**config.mk**
```make
export PLATFORM = sky130hd
export DESIGN_NAME = tmcr_top
export DESIGN_NICKNAME = d
export VERILOG_FILES = /design/src/tmcr_pkg.sv /design/src/tmcr_top.sv
export SDC_FILE = /design/constraint.sdc
export NUM_CORES = 1
export LEC_CHECK = 0
export ABC_AREA = 1
export BUFFER_PORTS_ARGS = -buffer_cell sky130_fd_sc_hd__buf_2
export CAP_MARGIN = 0
export CORE_ASPECT_RATIO = 1.1
export CORE_MARGIN = 5
export CORE_UTILIZATION = 55
export CTS_CLUSTER_DIAMETER = 50
export CTS_CLUSTER_SIZE = 12
export DETAILED_ROUTE_END_ITERATION = 8
export GPL_TIMING_DRIVEN = 1
export PLACE_DENSITY = 0.75
export SETUP_SLACK_MARGIN = 0.05
export SYNTH_ARGS = -nofsm -noshare
export SYNTH_HDL_FRONTEND = slang
export SYNTH_SLANG_ARGS = --single-unit
```
**constraint.sdc**
```tcl
create_clock -name clk -period 5.57 [get_ports clk]
set_input_delay 1.114 -clock clk [delete_from_list [all_inputs] [get_ports clk]]
set_output_delay 1.114 -clock clk [all_outputs]
set_load 0.005 [all_outputs]
```
**src/tmcr_pkg.sv**
```systemverilog
// Constants, register indices and field layout of the timer mode and control block
package tmcr_pkg;
   // Register indices; byte address is four times the index
   localparam logic [7:0] IDX_ENABLE   = 8'h00;
   localparam logic [7:0] IDX_MODE     = 8'h01;
   localparam logic [7:0] IDX_COV      = 8'h02;
   localparam logic [7:0] IDX_SPLIT    = 8'h03;
   localparam logic [7:0] IDX_CMD_CLR  = 8'h04;
   localparam logic [7:0] IDX_CMD_SET  = 8'h05;
   localparam logic [7:0] IDX_BV_CLR   = 8'h06;
   localparam logic [7:0] IDX_BV_SET   = 8'h07;
   localparam logic [7:0] IDX_COUNT    = 8'h08;
   localparam logic [7:0] IDX_CYCLE    = 8'h09;
   localparam logic [7:0] IDX_CYC_BUF  = 8'h0A;
   localparam logic [7:0] IDX_CMP_BUF0 = 8'h0B;
   localparam logic [7:0] IDX_CMP_VAL0 = 8'h0E;
   localparam logic [7:0] IDX_LAST     = 8'h10;
   // Field positions
   localparam int MODE_LSB   = 0;
   localparam int AUTO_BIT   = 3;
   localparam int CEN_LSB    = 4;
   localparam int DIR_BIT    = 0;
   localparam int LOCK_BIT   = 1;
   localparam int CMD_LSB    = 2;
   localparam int BV_CYC_BIT = 0;
   localparam int BV_CMP_LSB = 1;
   // Mode codes
   localparam logic [2:0] MODE_NORMAL = 3'h0;
   localparam logic [2:0] MODE_FREQ   = 3'h1;
   localparam logic [2:0] MODE_SINGLE = 3'h3;
   localparam logic [2:0] MODE_DS_TOP = 3'h5;
   localparam logic [2:0] MODE_DS_BTH = 3'h6;
   localparam logic [2:0] MODE_DS_BOT = 3'h7;
   // Command codes
   localparam logic [1:0] CMD_NONE    = 2'h0;
   localparam logic [1:0] CMD_UPDATE  = 2'h1;
   localparam logic [1:0] CMD_RESTART = 2'h2;
   localparam logic [1:0] CMD_RESET   = 2'h3;
   // Reset values
   localparam logic [7:0]  RST_CTRL  = 8'h00;
   localparam logic [15:0] RST_CYCLE = 16'hFFFF;
   localparam logic [15:0] RST_ZERO  = 16'h0000;
   // Read answer latency in cycles after the request edge
   localparam int READ_LATENCY = 1;
endpackage

```
**src/tmcr_top.sv**
```systemverilog
// Timer mode, command, lock, direction and buffer-valid control with Avalon-MM slave
`timescale 1ns/100ps
`default_nettype none
module tmcr_top
   import tmcr_pkg::*;
#(
   parameter int WIDTH = 16,
   parameter int NCH   = 3
) (
   // Clock and reset
   input  wire logic              clk,
   input  wire logic              srst,
   // Avalon-MM slave
   input  wire logic [6:0]        avs_address,
   input  wire logic              avs_read,
   input  wire logic              avs_write,
   input  wire logic [3:0]        avs_byteenable,
   input  wire logic [31:0]       avs_writedata,
   output logic      [31:0]       avs_readdata,
   output logic                   avs_waitrequest,
   // Waveform and events
   output logic      [NCH-1:0]    waveform_output_n,
   output logic      [NCH-1:0]    pin_override_n,
   output logic                   update_event,
   output logic                   overflow_event
);
   localparam int HW = WIDTH / 2;

   // Refuse widths and channel counts that the decode and lane logic cannot serve
   if (WIDTH != 16 || NCH != 3) begin : g_param_check
      $error("tmcr_top serves only WIDTH 16 and NCH 3");
   end

   // Byte-lane merge for 16-bit registers
   function automatic logic [WIDTH-1:0] lane_merge(input logic [WIDTH-1:0] old_v,
                                                   input logic [31:0] wd,
                                                   input logic [3:0] be);
      logic [WIDTH-1:0] r;
      r = old_v;
      if (be[0]) begin
         r[HW-1:0] = wd[HW-1:0];
      end
      if (be[1]) begin
         r[WIDTH-1:HW] = wd[WIDTH-1:HW];
      end
      return r;
   endfunction

   // Register state
   logic                 enable_reg;
   logic [2:0]           waveform_gen_select;
   logic                 auto_update_lock;
   logic [NCH-1:0]       compare_output_enable_n;
   logic [NCH-1:0]       compare_output_value_n;
   logic                 split_mode_enable;
   logic                 lock_buffer_update;
   logic                 dir_reg;
   logic                 cycle_buffer_valid;
   logic [NCH-1:0]       compare_buffer_valid_n;
   logic [WIDTH-1:0]     counter_value;
   logic [WIDTH-1:0]     cycle_length;
   logic [WIDTH-1:0]     cycle_length_buffer;
   logic [WIDTH-1:0]     compare_buffer_n [NCH];
   logic [WIDTH-1:0]     compare_value_n  [NCH];
   logic                 rd_done_reg;

   // Bus decode
   logic       addr_ok;
   logic [7:0] idx;
   logic       wr;
   logic       wr0;
   logic [1:0] cmd;
   logic       cmd_wr;
   logic       force_update;
   logic       force_restart;
   logic       hard_reset;
   assign addr_ok = (avs_address[1:0] == 2'h0) && ({1'b0, avs_address[6:2]} <= IDX_LAST);
   assign idx     = {3'h0, avs_address[6:2]};
   assign wr      = avs_write && addr_ok;
   assign wr0     = wr && avs_byteenable[0];
   assign cmd     = avs_writedata[CMD_LSB+1:CMD_LSB];
   assign cmd_wr  = wr0 && (idx == IDX_CMD_CLR || idx == IDX_CMD_SET);
   assign force_update  = cmd_wr && cmd == CMD_UPDATE;
   assign force_restart = cmd_wr && cmd == CMD_RESTART;
   assign hard_reset    = cmd_wr && cmd == CMD_RESET && !enable_reg;

   // Counter events
   logic             run;
   logic             is_dual;
   logic [WIDTH-1:0] top_val;
   logic             at_top;
   logic             at_bot;
   logic             hw_update;
   logic             hw_ovf;
   logic             upd_cond;
   logic             xfer;
   logic             all_bv;
   assign run     = enable_reg && !split_mode_enable;
   assign is_dual = waveform_gen_select >= MODE_DS_TOP;
   assign top_val = (waveform_gen_select == MODE_FREQ) ? compare_value_n[0] : cycle_length;
   assign at_top  = counter_value == top_val;
   assign at_bot  = counter_value == RST_ZERO;

   always_comb begin
      hw_update = 1'b0;
      hw_ovf    = 1'b0;
      case (waveform_gen_select)
         MODE_NORMAL, MODE_FREQ: begin
            hw_update = dir_reg ? at_bot : at_top;
            hw_ovf    = hw_update;
         end
         MODE_SINGLE: begin
            hw_update = at_bot;
            hw_ovf    = at_bot;
         end
         MODE_DS_TOP: begin
            hw_update = at_bot && dir_reg;
            hw_ovf    = at_top && !dir_reg;
         end
         MODE_DS_BTH: begin
            hw_update = at_bot && dir_reg;
            hw_ovf    = (at_top && !dir_reg) || (at_bot && dir_reg);
         end
         MODE_DS_BOT: begin
            hw_update = at_bot && dir_reg;
            hw_ovf    = hw_update;
         end
         default: begin
            hw_update = 1'b0;
            hw_ovf    = 1'b0;
         end
      endcase
   end

   assign upd_cond = ((run && hw_update) || force_update) && !split_mode_enable;
   assign xfer     = upd_cond && !lock_buffer_update;
   assign all_bv   = &(compare_buffer_valid_n | ~compare_output_enable_n);

   // Enable and mode control
   always_ff @(posedge clk) begin
      if (srst) begin
         enable_reg              <= 1'b0;
         waveform_gen_select     <= RST_CTRL[2:0];
         auto_update_lock        <= 1'b0;
         compare_output_enable_n <= RST_CTRL[NCH-1:0];
         compare_output_value_n  <= RST_CTRL[NCH-1:0];
         split_mode_enable       <= 1'b0;
      end else if (wr0) begin
         if (idx == IDX_ENABLE) begin
            enable_reg <= avs_writedata[0];
         end else if (idx == IDX_MODE) begin
            waveform_gen_select     <= avs_writedata[MODE_LSB+2:MODE_LSB];
            auto_update_lock        <= avs_writedata[AUTO_BIT];
            compare_output_enable_n <= avs_writedata[CEN_LSB+NCH-1:CEN_LSB];
         end else if (idx == IDX_COV) begin
            compare_output_value_n <= avs_writedata[NCH-1:0];
         end else if (idx == IDX_SPLIT) begin
            split_mode_enable <= avs_writedata[0];
         end
      end
   end

   // Lock bit: hardware auto-lock wins over software writes
   always_ff @(posedge clk) begin
      if (srst || hard_reset) begin
         lock_buffer_update <= 1'b0;
      end else if (auto_update_lock) begin
         lock_buffer_update <= xfer || !all_bv;
      end else if (wr0 && idx == IDX_CMD_SET && avs_writedata[LOCK_BIT]) begin
         lock_buffer_update <= 1'b1;
      end else if (wr0 && idx == IDX_CMD_CLR && avs_writedata[LOCK_BIT]) begin
         lock_buffer_update <= 1'b0;
      end
   end

   // Direction: restart, then hardware turning points, then software
   always_ff @(posedge clk) begin
      if (srst || hard_reset || force_restart) begin
         dir_reg <= 1'b0;
      end else if (run && is_dual && at_top && !dir_reg) begin
         dir_reg <= 1'b1;
      end else if (run && is_dual && at_bot && dir_reg) begin
         dir_reg <= 1'b0;
      end else if (run && waveform_gen_select == MODE_SINGLE) begin
         dir_reg <= 1'b0;
      end else if (wr0 && idx == IDX_CMD_SET && avs_writedata[DIR_BIT]) begin
         dir_reg <= 1'b1;
      end else if (wr0 && idx == IDX_CMD_CLR && avs_writedata[DIR_BIT]) begin
         dir_reg <= 1'b0;
      end
   end

   // Counter; split mode runs two independent down-counting halves
   always_ff @(posedge clk) begin
      if (srst || hard_reset || force_restart) begin
         counter_value <= RST_ZERO;
      end else if (wr && idx == IDX_COUNT) begin
         counter_value <= lane_merge(counter_value, avs_writedata, avs_byteenable);
      end else if (enable_reg && split_mode_enable) begin
         counter_value[HW-1:0] <= (counter_value[HW-1:0] == '0) ?
            cycle_length[HW-1:0] : counter_value[HW-1:0] - 1'b1;
         counter_value[WIDTH-1:HW] <= (counter_value[WIDTH-1:HW] == '0) ?
            cycle_length[WIDTH-1:HW] : counter_value[WIDTH-1:HW] - 1'b1;
      end else if (run && waveform_gen_select != 3'h2 && waveform_gen_select != 3'h4) begin
         if (is_dual) begin
            if ((!dir_reg && !at_top) || (dir_reg && at_bot)) begin
               counter_value <= counter_value + 1'b1;
            end else begin
               counter_value <= counter_value - 1'b1;
            end
         end else if (!dir_reg || waveform_gen_select == MODE_SINGLE) begin
            counter_value <= at_top ? RST_ZERO : counter_value + 1'b1;
         end else begin
            counter_value <= at_bot ? top_val : counter_value - 1'b1;
         end
      end
   end

   // Period buffer, valid flag and live period
   always_ff @(posedge clk) begin
      if (srst || hard_reset) begin
         cycle_length        <= RST_CYCLE;
         cycle_length_buffer <= RST_CYCLE;
         cycle_buffer_valid  <= 1'b0;
      end else begin
         if (wr && idx == IDX_CYCLE && split_mode_enable) begin
            cycle_length <= lane_merge(cycle_length, avs_writedata, avs_byteenable);
         end else if (xfer) begin
            cycle_length <= cycle_length_buffer;
         end
         if (wr && idx == IDX_CYC_BUF) begin
            cycle_length_buffer <= lane_merge(cycle_length_buffer, avs_writedata,
                                              avs_byteenable);
         end
         if (wr && idx == IDX_CYC_BUF) begin
            cycle_buffer_valid <= 1'b1;
         end else if (wr0 && idx == IDX_BV_SET && avs_writedata[BV_CYC_BIT]) begin
            cycle_buffer_valid <= 1'b1;
         end else if (xfer) begin
            cycle_buffer_valid <= 1'b0;
         end else if (wr0 && idx == IDX_BV_CLR && avs_writedata[BV_CYC_BIT]) begin
            cycle_buffer_valid <= 1'b0;
         end
      end
   end

   // Compare buffers, valid flags and live compare values
   always_ff @(posedge clk) begin
      for (int n = 0; n < NCH; n++) begin
         if (srst || hard_reset) begin
            compare_buffer_n[n]       <= RST_ZERO;
            compare_value_n[n]        <= RST_ZERO;
            compare_buffer_valid_n[n] <= 1'b0;
         end else begin
            if (wr && idx == IDX_CMP_BUF0 + 8'(n) && split_mode_enable) begin
               compare_value_n[n] <= lane_merge(compare_value_n[n], avs_writedata,
                                                avs_byteenable);
            end else if (xfer) begin
               compare_value_n[n] <= compare_buffer_n[n];
            end
            if (wr && idx == IDX_CMP_BUF0 + 8'(n) && !split_mode_enable) begin
               compare_buffer_n[n] <= lane_merge(compare_buffer_n[n], avs_writedata,
                                                 avs_byteenable);
            end
            if (wr && idx == IDX_CMP_BUF0 + 8'(n) && !split_mode_enable) begin
               compare_buffer_valid_n[n] <= 1'b1;
            end else if (wr0 && idx == IDX_BV_SET && avs_writedata[BV_CMP_LSB+n]) begin
               compare_buffer_valid_n[n] <= 1'b1;
            end else if (xfer) begin
               compare_buffer_valid_n[n] <= 1'b0;
            end else if (wr0 && idx == IDX_BV_CLR && avs_writedata[BV_CMP_LSB+n]) begin
               compare_buffer_valid_n[n] <= 1'b0;
            end
         end
      end
   end

   // Waveform generator and pin routing
   always_ff @(posedge clk) begin
      for (int n = 0; n < NCH; n++) begin
         if (srst) begin
            waveform_output_n[n] <= 1'b0;
            pin_override_n[n]    <= 1'b0;
         end else begin
            pin_override_n[n] <= compare_output_enable_n[n] &&
                                 waveform_gen_select != MODE_NORMAL;
            if (!enable_reg) begin
               waveform_output_n[n] <= compare_output_value_n[n];
            end else if (split_mode_enable) begin
               waveform_output_n[n] <= waveform_output_n[n];
            end else if (waveform_gen_select == MODE_FREQ) begin
               if (counter_value == compare_value_n[n]) begin
                  waveform_output_n[n] <= !waveform_output_n[n];
               end
            end else if (waveform_gen_select == MODE_SINGLE || is_dual) begin
               waveform_output_n[n] <= counter_value < compare_value_n[n];
            end
         end
      end
   end

   // Event pulses
   always_ff @(posedge clk) begin
      if (srst) begin
         update_event   <= 1'b0;
         overflow_event <= 1'b0;
      end else begin
         update_event   <= upd_cond;
         overflow_event <= run && hw_ovf;
      end
   end

   // Read path: one wait cycle, data registered
   assign avs_waitrequest = avs_read && !rd_done_reg;
   always_ff @(posedge clk) begin
      if (srst) begin
         rd_done_reg  <= 1'b0;
         avs_readdata <= 32'h0000_0000;
      end else begin
         rd_done_reg <= avs_read && !rd_done_reg;
         if (avs_read && !rd_done_reg) begin
            avs_readdata <= 32'h0000_0000;
            if (!addr_ok) begin
               avs_readdata <= 32'h0000_0000;
            end else if (idx == IDX_ENABLE) begin
               avs_readdata[0] <= enable_reg;
            end else if (idx == IDX_MODE) begin
               avs_readdata[7:0] <= {1'b0, compare_output_enable_n, auto_update_lock,
                                     waveform_gen_select};
            end else if (idx == IDX_COV) begin
               avs_readdata[NCH-1:0] <= compare_output_value_n;
            end else if (idx == IDX_SPLIT) begin
               avs_readdata[0] <= split_mode_enable;
            end else if (idx == IDX_CMD_CLR || idx == IDX_CMD_SET) begin
               avs_readdata[1:0] <= {lock_buffer_update, dir_reg};
            end else if (idx == IDX_BV_CLR || idx == IDX_BV_SET) begin
               avs_readdata[NCH:0] <= {compare_buffer_valid_n, cycle_buffer_valid};
            end else if (idx == IDX_COUNT) begin
               avs_readdata[WIDTH-1:0] <= counter_value;
            end else if (idx == IDX_CYCLE) begin
               avs_readdata[WIDTH-1:0] <= cycle_length;
            end else if (idx == IDX_CYC_BUF) begin
               avs_readdata[WIDTH-1:0] <= cycle_length_buffer;
            end else if (idx >= IDX_CMP_BUF0 && idx < IDX_CMP_VAL0) begin
               avs_readdata[WIDTH-1:0] <= split_mode_enable ?
                  compare_value_n[idx[1:0] - 2'h3] : compare_buffer_n[idx[1:0] - 2'h3];
            end else begin
               avs_readdata[WIDTH-1:0] <= compare_value_n[idx[1:0] - 2'h2];
            end
         end
      end
   end

   // Checks
   localparam int RD_MIN = 1;
   localparam int RD_MAX = 1;
endmodule
`default_nettype wire

```
==> flow_results.org <==
** Place
- Buffers added on ports :: 53
- Routability-driven placement finished with a final weighted congestion of 0.986.
- Counting tap cells, the placed design contains a total of 2283 instances.
- Half-perimeter wire length after placement :: 34100 µm

** Route
- In the final routed layout, each cell accounts on average for 19.8 µm.
- Routed via count divided by cell count :: 6.02
- The detailed router finished its first iteration with 1720 violations.
- Via Count :: 13900
- In this run the remaining antenna-violating nets after routing total 0.
- After detailed routing, the number of remaining DRC violations is 0.
- The routed design has 45700 µm of wire.
- The first detailed-routing pass ran for 6 iterations.

** GRT
- Via count of the first global-routing pass :: 12600
- First-pass GRT wire length :: 72000 µm
- The total overflow left after global routing is 0.
- The number of antenna violations at the first check in global routing is 0.
- Aggregate global-route resource usage :: 32.2%
- Largest net degree at the start of global routing :: 67

** Setup path
- Req. time, crit path :: 5760 ps
- Counting both buffers and inverters, the worst setup path holds a total of 7.
- STA classifies the critical path endpoint as a flop.
- Most prevalent standard cell on the critical path :: sky130_fd_sc_hd__nand2_1
- Kind of cell adding the most delay to the critical path :: buffers and inverters
- R2R Path Start :: waveform_gen_select[0]
- The signal on the critical path passes through buf_2 > inv_1 > ha_1 > nand2_1 > a211oi_2 > nand2_1 > nor2_2 > inv_1 > nor2_1 > nand4_1 > nand2_2 > inv_1 > buf_4 > nand4_4 > buf_4 > inv_2 > nand2_1 > nand2_1.
- The worst register-to-register path has a depth of 19.
- Cell with the biggest individual delay on the critical path :: sky130_fd_sc_hd__inv_2
- On the worst path, the slowest cell contributes a delay of 370 ps.
- The worst register-to-register path ends at compare_value_n[2][11].
- In this run the register-to-register setup slack is 1320 ps.
- For the worst setup path, the data arrival time is 4860 ps.
- Critical path start-end classification :: input pin to flop
- Maximum fanout along the worst path :: 39
- Startpoint kind of the worst setup timing path :: input pin

** Pwr
- Leakage power :: 6.68 nW
- Power density normalized to cell area :: 208 nW/µm²
- Across the VDD grid, the largest voltage drop is 0.261 mV.

** Synth
- Ranking of synthesized cells by instance count :: sky130_fd_sc_hd__nand2_1 (502), sky130_fd_sc_hd__inv_1 (195), sky130_fd_sc_hd__nor2_1 (193)
- The synthesized netlist devotes 19.1% of its cell area to compound gates.
- Each instance of the synthesized netlist takes up on average 6.77 µm².
- sky130_fd_sc_hd__nand2_1 is the most common cell in the netlist.
- After Yosys synthesis, and, or, nand and nor cells account for 29.2% of the synthesized area.
- Cell type with the largest total area after synthesis :: sky130_fd_sc_hd__edfxtp_1
- After synthesis the netlist holds a flip-flop and latch count of 187.
- After synthesis, the share of cell area in mux cells is 0%.
- After Yosys synthesis, full adders, half adders and majority gates account for 5.39% of the synthesized area.
- Share of the synthesized area in the top cell type :: 21.4%
- Counting flops with an async set or reset pin after synthesis yields a share of 0%.
- Count of flip-flops with a built-in enable after synthesis :: 96
- Number of warnings issued by yosys :: 0
- Among all flip-flop cells after synthesis, the most frequent one is sky130_fd_sc_hd__edfxtp_1.
- The synthesized netlist devotes 1.37% of its cell area to XOR and XNOR gates.
- Synthesis produced a netlist whose cell count is 1989.
- After synthesis, the netlist uses 48 different library cells.
- Main combinational cell family by area after synthesis :: simple AND/OR/NAND/NOR gates
- Largest cells by area after synthesis :: sky130_fd_sc_hd__edfxtp_1 (21%), sky130_fd_sc_hd__nand2_1 (14%), sky130_fd_sc_hd__dfxtp_1 (14%), sky130_fd_sc_hd__nand3_1 (7.1%), sky130_fd_sc_hd__o21ai_0 (6.3%)
- Sequential cell area fraction in the yosys report :: 34.9%
- The mapped netlist covers 13500 µm².

** Floorplanning
- For this design the top-level I/O count stands at 88.
- Row Count :: 60
- The floorplan step defined a die boundary enclosing 27700 µm².
- Once the floorplan was initialized, standard cells occupied 55.4% of the core.
- Core outline area :: 24300 µm²
- Die height :: 174 µm
- From left edge to right edge, the die measures 159 µm.

** STA
- Subtracting the final worst setup slack from the clock period gives 4670 ps.
- The final count of pins violating max slew was 0.
- Transition time at the pin with the least slew margin :: 1260 ps
- Final total negative setup slack :: 0 ps
- Of the available clock period, the critical path in the final layout requires 83.9%.
- Setup repair after global routing missed its margin :: no
- For this run, the top clock speed supported by timing is 214 MHz.
- Hold violation count in the final report :: 0
- Final setup fails :: 0
- Fin Clk Skew :: 14.9 ps
- Relative slew margins :: 15.1%

** Cells and area
- Ant diodes :: 0
- Layout cells sized above 1 :: 7.38%
- Final core area utilization :: 59.4%
- Layout area overhead :: 7.32%
- In the final layout, the registers with the most flip-flops are compare_buffer_n x48, compare_value_n x48.
- Total Nets Final :: 2097
- Leaving out filler cells and counting taps, the final layout contains 2315.

** Clock network
- Maximum count of clock buffers along a single path :: 2
- Clock Sinks :: 187
- Clock latency of the later-clocked register in the worst-skew pair :: 440 ps
- Buffers added to address setup during post-CTS repair amount to 0.
- Gates resized during post-CTS repair numbered 0.
- Clock tree from TritonCTS :: done
- Post-CTS clock slew at the launch and capture registers of the worst setup and hold paths :: 70 ps
- Inserted Clock Buffers :: 17
- CTS placed an instance of sky130_fd_sc_hd__clkbuf_16 at the clock tree root.
- The H-tree generated during clock tree synthesis spans 4 levels.
- The number of hold buffers added after CTS was 0.

** Min path
- The startpoint identified for the worst hold timing path is avs_readdata[15].
- In this run the worst hold path is classified as flop to flop.
- The worst hold path terminates at avs_readdata[15].
- WHS Path Cells :: 2

** Flow run
- Max Cap Viol :: 0

** Status
- Outcome :: completed
## through the flow
stage                     area [µm²]  setup slack (ps)  power, W  hold WS, ps
after floorplan                13500              1200   0.00169          450
after global placement         13900               691   0.00179          449
after detailed placement       13900               587   0.00179          452
after CTS                      14500              1040   0.00300          464
after global routing           14500               661   0.00312          474
final                          14500               898   0.00301          465
## routing by layer
metal / track usage [%] / part of all wire, %
met1: 45.2 / 41
met2: 50.1 / 45
met3: 5.90 / 11
met4: 11.5 / 3.7
met5: 0 / 0
## worst min-delay path, cell delays in order (launching register included)
cell	delay (ps)
sky130_fd_sc_hd__dfxtp_1	310
sky130_fd_sc_hd__nand2_1	60
sky130_fd_sc_hd__a21oi_1	50
## layout by cell type (no fill, tap or decap), types with 53 or more instances in the layout
master	synthesis	routed
sky130_fd_sc_hd__inv_1	195	194
sky130_fd_sc_hd__ha_1	58	58
sky130_fd_sc_hd__nand3_1	192	192
sky130_fd_sc_hd__edfxtp_1	96	96
sky130_fd_sc_hd__buf_2	18	53
sky130_fd_sc_hd__a21oi_1	169	169
sky130_fd_sc_hd__o21ai_0	170	170
sky130_fd_sc_hd__nand2_1	502	502
sky130_fd_sc_hd__dfxtp_1	91	91
sky130_fd_sc_hd__nor2_1	193	191
## power by group
group | internal (W) | switching [W]
Sequential | 0.00147 | 0.0000184
Combinational | 0.0000758 | 0.000207
Clock | 0.000599 | 0.000642
## area by class of cell
cell class	count	area [µm²]
fillers	2368	9870
multi-input cells	1491	7480
flip-flops and latches	187	4700
inverters	207	777
repair buffers	88	528
clock buffers	17	425
well taps	310	388
clock inverters	15	144
## cells by family after synthesis
group / after synthesis
simple gates: 938
compound gates: 458
buf+inv: 326
flops: 187
fa+ha+maj: 58
xor+xnor: 21
other cells: 1
## worst max path at each step
stage                         from                      to  slack (ps)  depth (start not counted)
finish              avs_address[3]  compare_value_n[2][11]         900                         18
global route        avs_address[3]  compare_value_n[1][11]         660                         18
CTS                 avs_address[3]  compare_buffer_n[1][6]        1040                         14
detailed placement  avs_address[3]  compare_buffer_n[1][2]         590                         14
global placement    avs_address[3]  compare_buffer_n[1][2]         690                         14
floorplan           avs_address[2]  compare_buffer_n[0][0]        1200                         17
(Power assumes the default switching activity.)
